<file path="src/hw/cob_decode_map.vh">
/*
  Constants for the identifier and object-index decode block: identifier
  fields, function codes, index area bounds, payload size and timing.
  Assumes inclusion by the design files only; holds definitions only.
*/
`ifndef COB_DECODE_MAP_VH
`define COB_DECODE_MAP_VH

// ----------------------------------------
// Identifier layout
// ----------------------------------------
`define ID_WIDTH 11
`define NODE_MSB 6
`define FUNC_MSB 10
`define FUNC_LSB 7
`define SDO_TX_BASE 11'h580
`define SDO_RX_BASE 11'h600
`define FUNC_SDO_RX 4'hC

// ----------------------------------------
// Object directory areas
// ----------------------------------------
`define AREA_NONE 3'h0
`define AREA_COMM 3'h1
`define AREA_MFR 3'h2
`define AREA_DEVICE 3'h3
`define AREA_IFACE 3'h4
`define AREA_RSVD 3'h5
`define IDX_COMM_LO 16'h0001
`define IDX_COMM_HI 16'h1FFF
`define IDX_DEV_LO 16'h6000
`define IDX_DEV_HI 16'h9FFF
`define IDX_IF_LO 16'hA000
`define IDX_IF_HI 16'hBFFF
`define IDX_TARGET_POS 16'h607A

// ----------------------------------------
// Payload, timing and receive buffer size
// ----------------------------------------
`define MAX_BYTES 4'h8
`define INHIBIT_UNIT_US 100
`define CLOCK_MHZ 10
`define INHIBIT_UNIT_CYC (`INHIBIT_UNIT_US * `CLOCK_MHZ)
`define FIFO_DEPTH 16
`define FIFO_AW 4

`endif

</file>
<file path="src/hw/frame_fifo.v">
/*
  Synchronous FIFO with valid/ready on both sides, used for received frames.
  Assumes one clock and an asynchronous active-high reset.
*/
`timescale 1ns/1ps
`default_nettype none

module frame_fifo #(
  parameter WIDTH = 8,
  parameter DEPTH = 16,
  parameter AW = 4
) (
  // Clock and reset
  input wire clock_in,
  input wire rst_in,
  // Fill side
  input wire in_valid_in,
  output wire in_ready_out,
  input wire [WIDTH-1:0] in_data_in,
  // Drain side
  output wire out_valid_out,
  input wire out_ready_in,
  output wire [WIDTH-1:0] out_data_out
);

  reg [WIDTH-1:0] mem [0:DEPTH-1];
  reg [AW-1:0] wr_reg;
  reg [AW-1:0] rd_reg;
  reg [AW:0] count_reg;
  wire push;
  wire pop;

  // Handshake terms
  assign in_ready_out = (count_reg != DEPTH[AW:0]);
  assign out_valid_out = (count_reg != {(AW+1){1'b0}});
  assign out_data_out = mem[rd_reg];
  assign push = in_valid_in && in_ready_out;
  assign pop = out_valid_out && out_ready_in;

  // Storage write
  always @(posedge clock_in) begin
    if (push) begin
      mem[wr_reg] <= in_data_in;
    end
  end

  // Pointers and fill count
  always @(posedge clock_in or posedge rst_in) begin
    if (rst_in) begin
      wr_reg <= {AW{1'b0}};
      rd_reg <= {AW{1'b0}};
      count_reg <= {(AW+1){1'b0}};
    end else begin
      if (push) begin
        wr_reg <= wr_reg + 1'b1;
      end
      if (pop) begin
        rd_reg <= rd_reg + 1'b1;
      end
      if (push && !pop) begin
        count_reg <= count_reg + 1'b1;
      end else if (pop && !push) begin
        count_reg <= count_reg - 1'b1;
      end
    end
  end

endmodule

`default_nettype wire

</file>
<file path="src/hw/cob_id_decode.v">
/*
  Identifier and object-index decode for a field-bus drive node.
  Receive side: filters frames by node address, buffers accepted frames,
  decodes the object index of service requests into directory areas.
  Transmit side: arbitrates by identifier, packs a 32-bit value LSB first,
  and enforces a per-slot inhibit interval. Assumes a CAN controller
  outside that moves whole frames with a ready/valid handshake.
*/
`timescale 1ns/1ps
`default_nettype none
`include "cob_decode_map.vh"

module cob_id_decode (
  // Clock and reset
  input wire clock_in,
  input wire rst_in,
  // Switch settings
  input wire [6:0] node_sw_in,
  input wire [2:0] rate_sw_in,
  // Received frame from controller
  input wire rx_valid_in,
  input wire [10:0] rx_id_in,
  input wire rx_ext_in,
  input wire [3:0] rx_len_in,
  input wire [63:0] rx_data_in,
  output reg rx_ready_out,
  // Decoded received frame
  output reg dec_valid_out,
  input wire dec_ready_in,
  output reg [3:0] dec_func_out,
  output reg [3:0] dec_len_out,
  output reg [63:0] dec_data_out,
  output reg dec_sdo_out,
  output reg [15:0] dec_index_out,
  output reg [2:0] dec_area_out,
  output reg dec_target_out,
  // Transmit requests, two slots
  input wire [1:0] tx_req_in,
  input wire [21:0] tx_id_in,
  input wire [31:0] tx_value0_in,
  input wire [31:0] tx_value1_in,
  input wire [5:0] tx_len_in,
  input wire [15:0] inhibit0_in,
  input wire [15:0] inhibit1_in,
  output reg [1:0] tx_busy_out,
  // Frame to controller
  output reg tx_valid_out,
  input wire tx_ready_in,
  output reg [10:0] tx_id_out,
  output reg [3:0] tx_len_out,
  output reg [63:0] tx_data_out,
  // Fixed settings seen by the rest of the node
  output reg [6:0] node_id_out,
  output reg [2:0] bit_rate_out,
  output reg [10:0] sdo_tx_id_out
);

  // ----------------------------------------
  // Helpers
  // ----------------------------------------
  // Directory area of a 16-bit index
  function [2:0] area_of;
    input [15:0] idx;
    begin
      if (idx >= `IDX_COMM_LO && idx <= `IDX_COMM_HI) begin
        area_of = `AREA_COMM;
      end else if (idx >= `IDX_DEV_LO && idx <= `IDX_DEV_HI) begin
        area_of = `AREA_DEVICE;
      end else if (idx >= `IDX_IF_LO && idx <= `IDX_IF_HI) begin
        area_of = `AREA_IFACE;
      end else if (idx == 16'h0000) begin
        area_of = `AREA_NONE;
      end else if (idx < `IDX_DEV_LO) begin
        area_of = `AREA_MFR;
      end else begin
        area_of = `AREA_RSVD;
      end
    end
  endfunction

  // Byte length clipped to the payload size
  function [3:0] clip_len;
    input [3:0] len;
    begin
      clip_len = (len > `MAX_BYTES) ? `MAX_BYTES : len;
    end
  endfunction

  // ----------------------------------------
  // Switch capture
  // ----------------------------------------
  reg started_reg;

  // Switches taken once after reset release, never from the bus
  always @(posedge clock_in or posedge rst_in) begin
    if (rst_in) begin
      started_reg <= 1'b0;
      node_id_out <= 7'h00;
      bit_rate_out <= 3'h0;
      sdo_tx_id_out <= 11'h000;
    end else if (!started_reg) begin
      started_reg <= 1'b1;
      node_id_out <= node_sw_in;
      bit_rate_out <= rate_sw_in;
      sdo_tx_id_out <= `SDO_TX_BASE + {4'h0, node_sw_in};
    end
  end

  // ----------------------------------------
  // Receive filter into FIFO
  // ----------------------------------------
  wire [3:0] rx_func;
  wire [6:0] rx_node;
  wire rx_bcast;
  wire rx_accept;
  wire fifo_in_ready;
  wire fifo_out_valid;
  wire [72:0] fifo_out_data;
  reg fifo_pop;

  assign rx_func = rx_id_in[`FUNC_MSB:`FUNC_LSB];
  assign rx_node = rx_id_in[`NODE_MSB:0];
  assign rx_bcast = (rx_node == 7'h00);
  // Extended frames and other nodes' frames are dropped
  assign rx_accept = started_reg && !rx_ext_in && (rx_bcast || rx_node == node_id_out);

  // Ready low when full, and for one cycle after each take: a registered
  // ready would otherwise still show the fill count from before the push
  always @(posedge clock_in or posedge rst_in) begin
    if (rst_in) begin
      rx_ready_out <= 1'b0;
    end else begin
      rx_ready_out <= started_reg && fifo_in_ready && !(rx_valid_in && rx_ready_out);
    end
  end

  frame_fifo #(
    .WIDTH(73),
    .DEPTH(`FIFO_DEPTH),
    .AW(`FIFO_AW)
  ) u_fifo (
    .clock_in(clock_in),
    .rst_in(rst_in),
    .in_valid_in(rx_valid_in && rx_ready_out && rx_accept),
    .in_ready_out(fifo_in_ready),
    .in_data_in({rx_func, clip_len(rx_len_in), rx_data_in,
      rx_id_in == (`SDO_RX_BASE + {4'h0, node_id_out})}),
    .out_valid_out(fifo_out_valid),
    .out_ready_in(fifo_pop),
    .out_data_out(fifo_out_data)
  );

  // ----------------------------------------
  // Object index decode
  // ----------------------------------------
  wire [63:0] head_data;
  wire [15:0] head_index;
  wire head_sdo;

  assign head_data = fifo_out_data[64:1];
  // Index sits in payload bytes 1 and 2, low byte first
  assign head_index = {head_data[23:16], head_data[15:8]};
  assign head_sdo = fifo_out_data[0];

  // Output stage: load when empty or being drained
  always @* begin
    fifo_pop = fifo_out_valid && (!dec_valid_out || dec_ready_in);
  end

  always @(posedge clock_in or posedge rst_in) begin
    if (rst_in) begin
      dec_valid_out <= 1'b0;
      dec_func_out <= 4'h0;
      dec_len_out <= 4'h0;
      dec_data_out <= 64'h0000000000000000;
      dec_sdo_out <= 1'b0;
      dec_index_out <= 16'h0000;
      dec_area_out <= `AREA_NONE;
      dec_target_out <= 1'b0;
    end else if (fifo_pop) begin
      dec_valid_out <= 1'b1;
      dec_func_out <= fifo_out_data[72:69];
      dec_len_out <= fifo_out_data[68:65];
      dec_data_out <= head_data;
      dec_sdo_out <= head_sdo;
      dec_index_out <= head_sdo ? head_index : 16'h0000;
      dec_area_out <= head_sdo ? area_of(head_index) : `AREA_NONE;
      dec_target_out <= head_sdo && (head_index == `IDX_TARGET_POS);
    end else if (dec_ready_in) begin
      dec_valid_out <= 1'b0;
    end
  end

  // ----------------------------------------
  // Inhibit timers, one per slot
  // ----------------------------------------
  reg [9:0] unit_reg;
  reg [15:0] inh0_reg;
  reg [15:0] inh1_reg;
  reg skip0_reg;
  reg skip1_reg;
  wire unit_tick;
  reg [1:0] sent_pulse;

  assign unit_tick = (unit_reg == (`INHIBIT_UNIT_CYC - 1));

  // Inhibit counted in 100 us units, restarted on each send; the partial
  // unit right after a send is skipped so the gap is never short
  always @(posedge clock_in or posedge rst_in) begin
    if (rst_in) begin
      unit_reg <= 10'h000;
      inh0_reg <= 16'h0000;
      inh1_reg <= 16'h0000;
      skip0_reg <= 1'b0;
      skip1_reg <= 1'b0;
    end else begin
      unit_reg <= unit_tick ? 10'h000 : unit_reg + 1'b1;
      if (sent_pulse[0]) begin
        inh0_reg <= inhibit0_in;
        skip0_reg <= (inhibit0_in != 16'h0000);
      end else if (unit_tick && skip0_reg) begin
        skip0_reg <= 1'b0;
      end else if (unit_tick && inh0_reg != 16'h0000) begin
        inh0_reg <= inh0_reg - 1'b1;
      end
      if (sent_pulse[1]) begin
        inh1_reg <= inhibit1_in;
        skip1_reg <= (inhibit1_in != 16'h0000);
      end else if (unit_tick && skip1_reg) begin
        skip1_reg <= 1'b0;
      end else if (unit_tick && inh1_reg != 16'h0000) begin
        inh1_reg <= inh1_reg - 1'b1;
      end
    end
  end

  // ----------------------------------------
  // Transmit arbitration and packing
  // ----------------------------------------
  wire [10:0] id0;
  wire [10:0] id1;
  wire elig0;
  wire elig1;
  wire pick1;
  reg [1:0] pend_reg;

  assign id0 = tx_id_in[10:0];
  assign id1 = tx_id_in[21:11];
  assign elig0 = pend_reg[0] && inh0_reg == 16'h0000;
  assign elig1 = pend_reg[1] && inh1_reg == 16'h0000;
  // Lower identifier wins when both may go
  assign pick1 = elig1 && (!elig0 || id1 < id0);

  always @* begin
    sent_pulse = 2'b00;
    if (tx_valid_out && tx_ready_in) begin
      sent_pulse = tx_busy_out;
    end
  end

  // Pending requests, frame launch and handshake
  always @(posedge clock_in or posedge rst_in) begin
    if (rst_in) begin
      pend_reg <= 2'b00;
      tx_busy_out <= 2'b00;
      tx_valid_out <= 1'b0;
      tx_id_out <= 11'h000;
      tx_len_out <= 4'h0;
      tx_data_out <= 64'h0000000000000000;
    end else begin
      pend_reg <= (pend_reg | tx_req_in) & ~tx_busy_out & ~sent_pulse;
      if (tx_valid_out) begin
        if (tx_ready_in) begin
          tx_valid_out <= 1'b0;
          tx_busy_out <= 2'b00;
        end
      end else if (elig0 || elig1) begin
        tx_valid_out <= 1'b1;
        tx_busy_out <= pick1 ? 2'b10 : 2'b01;
        tx_id_out <= pick1 ? id1 : id0;
        tx_len_out <= pick1 ? clip_len({1'b0, tx_len_in[5:3]}) :
          clip_len({1'b0, tx_len_in[2:0]});
        // Value bytes low first in bytes 0..3
        tx_data_out <= {32'h00000000, pick1 ? tx_value1_in : tx_value0_in};
      end
    end
  end

endmodule

`default_nettype wire

</file>
<file path="config.mk">
export PLATFORM = sky130hd
export DESIGN_NAME = cob_id_decode
export DESIGN_NICKNAME = d
export VERILOG_FILES = /design/src/hw/frame_fifo.v /design/src/hw/cob_id_decode.v
export VERILOG_INCLUDE_DIRS = /design/src /design/src/hw
export SDC_FILE = /design/constraint.sdc
export NUM_CORES = 2
export LEC_CHECK = 0
export ABC_AREA = 0
export BUFFER_PORTS_ARGS = -buffer_cell sky130_fd_sc_hd__buf_2
export CAP_MARGIN = 20
export CORE_MARGIN = 2
export CORE_UTILIZATION = 54
export DETAILED_ROUTE_END_ITERATION = 12
export HOLD_SLACK_MARGIN = 0.15
export PLACE_DENSITY = 0.76
export SYNTH_ARGS = -nofsm -noshare
export SYNTH_HDL_FRONTEND = slang
export SYNTH_SLANG_ARGS = --single-unit
</file>
<file path="constraint.sdc">
create_clock -name clock_in -period 5.45 [get_ports clock_in]
set_clock_uncertainty 0.05 [all_clocks]
set_input_delay 0 -clock clock_in [delete_from_list [all_inputs] [get_ports clock_in]]
set_output_delay 0 -clock clock_in [all_outputs]
set_load 0.1 [all_outputs]
</file>
==> impl_summary.txt <==
----------------------------------------------------
[Synthesis]
  Number of warnings printed during yosys synthesis ... 0
  Instance count of the mapped netlist ... 2574
  Number of flops mapped to enable cells by yosys ... 1168
  Mean cell area of the mapped netlist ... 21.0 sq um
  Commonest cells in the netlist ... sky130_fd_sc_hd__edfxtp_1, sky130_fd_sc_hd__mux4_2, sky130_fd_sc_hd__dfrtp_1
  Commonest register cell after synthesis ... sky130_fd_sc_hd__edfxtp_1
  Post-synthesis cell type with the largest combined area ... sky130_fd_sc_hd__edfxtp_1
  Sequential cell area fraction in the yosys report ... 0.749
  Area of the mapped netlist ... 54000 sq um
  Count leader, synth ... sky130_fd_sc_hd__edfxtp_1
  Area fraction of the dominant cell type after synthesis ... 0.649
  Post-synthesis sequential element count ... 1383
  Top post-synthesis cells by area ... sky130_fd_sc_hd__edfxtp_1, sky130_fd_sc_hd__mux4_2, sky130_fd_sc_hd__dfrtp_1
  Asr flop ratio synth ... 0.155
  Cell variety after synth ... 63

[Timing]
  Minimum clock period after layout ... 4.83 ns
  Worst Hold Slack ... 0.205 ns
  Post-route clock period utilization ... 0.887
  F_max ... 0.207 GHz
  Normalized max-slew margin ... 0.251
  Sum Neg Setup Slack ... 0 ns
  Slew Limit Fails ... 0
  RSZ-0062 raised after global routing ... no
  Slew at the pin with the worst max-slew slack ... 1.12 ns
  Final hold violation count ... 0
  Final Setup Violations ... 0

[Drt]
  Number of remaining DRC errors ... 0
  Antenna Violating Nets Remaining ... 0
  Total vias in the final route ... 29.9k
  Average routed wire per standard cell ... 28.6 microns
  Via density per instance ... 6.16
  DR pass1 iterations ... 7
  Number of DRC violations after detailed-routing iteration 0 ... 3377
  Post-Route WL ... 139 mm

[Critical path]
  Maximum fanout encountered on the critical timing path ... 23
  Worst flop-to-flop path startpoint ... inh0_reg[7]
  Startpoint class of the critical path ... register
  R2R cell count ... 8
  Arrival time at the worst endpoint ... 5.39 ns
  Reg-to-reg critical path endpoint ... tx_id_out[3]
  Req. time, crit path ... 6.00 ns
  Endpoint type of the worst setup path ... register
  FF-to-FF setup slack ... 0.62 ns
  Path type of the worst setup path ... reg2reg

[Cells and area]
  Final net count ... 3679
  Number of fill cells ... 6148
  Fraction of final layout cells with drive strength greater than 1 ... 0.309
  Register ranked first by flip-flop count ... u_fifo.mem
  Synthesis-to-layout area growth ... 22.5%
  Registers with the most flip-flops ... u_fifo.mem (1168), dec_data_out (64), tx_data_out (32)
  Max reg flops ... 1168

[Die]
  Ports ... 419
  Die Span Y ... 320 microns
  Number of standard-cell rows in the floorplan ... 116
  Die Span X ... 320 microns
  Starting density of the core ... 0.543
  Die outline area ... 103000 sq um
  Placeable core region ... 99600 sq um

[Pwr]
  Maximum vdd ir drop ... 0.000521 V
  Power per cell area ... 483 nW/um^2
  Leakage ... 23.0 nW

[Clock tree]
  Clock transition time at the flip-flop clock pins of the worst setup and hold paths ... 0.07 ns
  Number of sinks handled by clock tree synthesis ... 1383
  Worst-Skew Late Latency ... 0.74 ns
  Maximum root-to-sink buffer count ... 3
  Number of buffers added by the clock tree synthesis step ... 139
  CTS tree ... yes
  Root Driver ... sky130_fd_sc_hd__clkbuf_16
  Post_cts resized ... 0
  H-tree depth ... 4

[Placed design]
  Final weighted congestion in routability-driven placement ... 0.911
  Hpwl dp ... 72.3 mm
  Input/output buffers ... 384

[Min path]
  Critical hold path startpoint ... rx_data_in[20]
  Worst-case hold path end point ... u_fifo.mem[10][21]
  Cells on Worst Hold Path ... 2
  Path category of the worst min-delay check ... in2reg

[GRT]
  Global-route wire length before repair ... 207 mm
  Global routing usage summed across all routing layers ... 0.274
  Number of global-route vias before repair ... 31.8k
  Largest net degree at the start of global routing ... 144
  Initial antenna violation count ... 14
  Overflow after GRT ... 0

[Job]
  Number of maximum-capacitance constraint violations ... 0

[Run status]
  Status ... finished, final reports clean

----------------------------------------------------
## metrics by stage
| step | setup slack [ns] | power (mW) | area (sq um) | std cells | utilization |
|---|---|---|---|---|---|
| finish | 0.617 | 32.0 | 66200 | 4858 | 0.664 |
| floorplan | 0.680 | 20.3 | 54100 | 2607 | - |
| global route | 0.419 | 33.1 | 66100 | 4853 | 0.664 |
| CTS | 1.03 | 32.1 | 66100 | 4847 | 0.664 |
| detailed placement | 1.63 | 22.4 | 57400 | 4175 | 0.577 |
| global placement | 1.62 | 22.2 | 57400 | 4175 | 0.577 |
## power breakdown
part,internal (mW),switching (mW)
Clock,5.39,4.08
Sequential,12.0,0.719
Combinational,3.80,6.04
## logic make-up after synthesis
family | after synthesis | share of synthesized area
xor+xnor | 53 | 0.00859
other cells | 2 | 0.000139
compound gates | 181 | 0.0249
simple gates | 284 | 0.0271
fa+ha+maj | 24 | 0.00570
mux | 454 | 0.166
buf+inv | 193 | 0.0189
flops | 1383 | 0.749
## layer usage
| layer | track usage | share of wire |
|---|---|---|
| met5 | 0 | 0.00060 |
| met4 | 0.106 | 0.039 |
| met3 | 0.0547 | 0.077 |
| met2 | 0.456 | 0.51 |
| met1 | 0.361 | 0.38 |
## worst max path at each step
stage	start	to	slack (ns)	depth (start not counted)
2_1_floorplan	node_id_out[2]	u_fifo.mem[0][0]	0.68	6
4_1_cts	inh0_reg[7]	tx_data_out[24]	1.03	8
3_5_place_dp	node_id_out[2]	u_fifo.mem[3][27]	1.63	8
3_3_place_gp	u_fifo.rd_reg[0]	dec_area_out[0]	1.62	7
6_report	inh0_reg[7]	tx_id_out[3]	0.62	8
5_1_grt	inh0_reg[7]	tx_id_out[3]	0.42	8
## placed cells by master (no fill, tap or decap), types with 37 or more instances in the layout
cell and n:
sky130_fd_sc_hd__buf_2 384, sky130_fd_sc_hd__buf_4 38, sky130_fd_sc_hd__clkbuf_1 41, sky130_fd_sc_hd__clkbuf_16 139
sky130_fd_sc_hd__dfrtp_1 212, sky130_fd_sc_hd__dlygate4sd3_1 413, sky130_fd_sc_hd__edfxtp_1 1168, sky130_fd_sc_hd__mux2_2 71
sky130_fd_sc_hd__mux2i_1 37, sky130_fd_sc_hd__mux4_2 346, sky130_fd_sc_hd__nand2_1 88, sky130_fd_sc_hd__nor2_1 68
sky130_fd_sc_hd__o21ai_0 49
## area by class of cell
| type | instances | area [sq um] | area share |
|---|---|---|---|
| Antenna cell | 8 | 20.0 | 0.000303 |
| Clock inverter | 70 | 797 | 0.0120 |
| Inverter | 28 | 111 | 0.00168 |
| Clock buffer | 189 | 3760 | 0.0568 |
| Timing Repair Buffer | 851 | 6660 | 0.101 |
| Multi-Input combinational cell | 1031 | 12700 | 0.192 |
| Sequential cell | 1383 | 40500 | 0.612 |
| Tap cell | 1298 | 1620 | 0.0245 |
## critical path: stages, from the launching register on
cell	delay, ns
sky130_fd_sc_hd__dfrtp_1	0.42
sky130_fd_sc_hd__or4_1	0.62
sky130_fd_sc_hd__nor4b_2	0.56
sky130_fd_sc_hd__nand4_2	0.33
sky130_fd_sc_hd__o21bai_4	0.91
sky130_fd_sc_hd__mux2i_1	0.20
sky130_fd_sc_hd__dlygate4sd3_1	0.62
sky130_fd_sc_hd__a21oi_1	0.16
sky130_fd_sc_hd__dlygate4sd3_1	0.82
## timing repair
item / CTS / global route
buffers inserted: 0 / 0
hold buffers: 413 / 0
setup endpoints to repair: 0 / 0
hold endpoints to repair: 1489 / 0
Power figures use the tool's default switching activity.
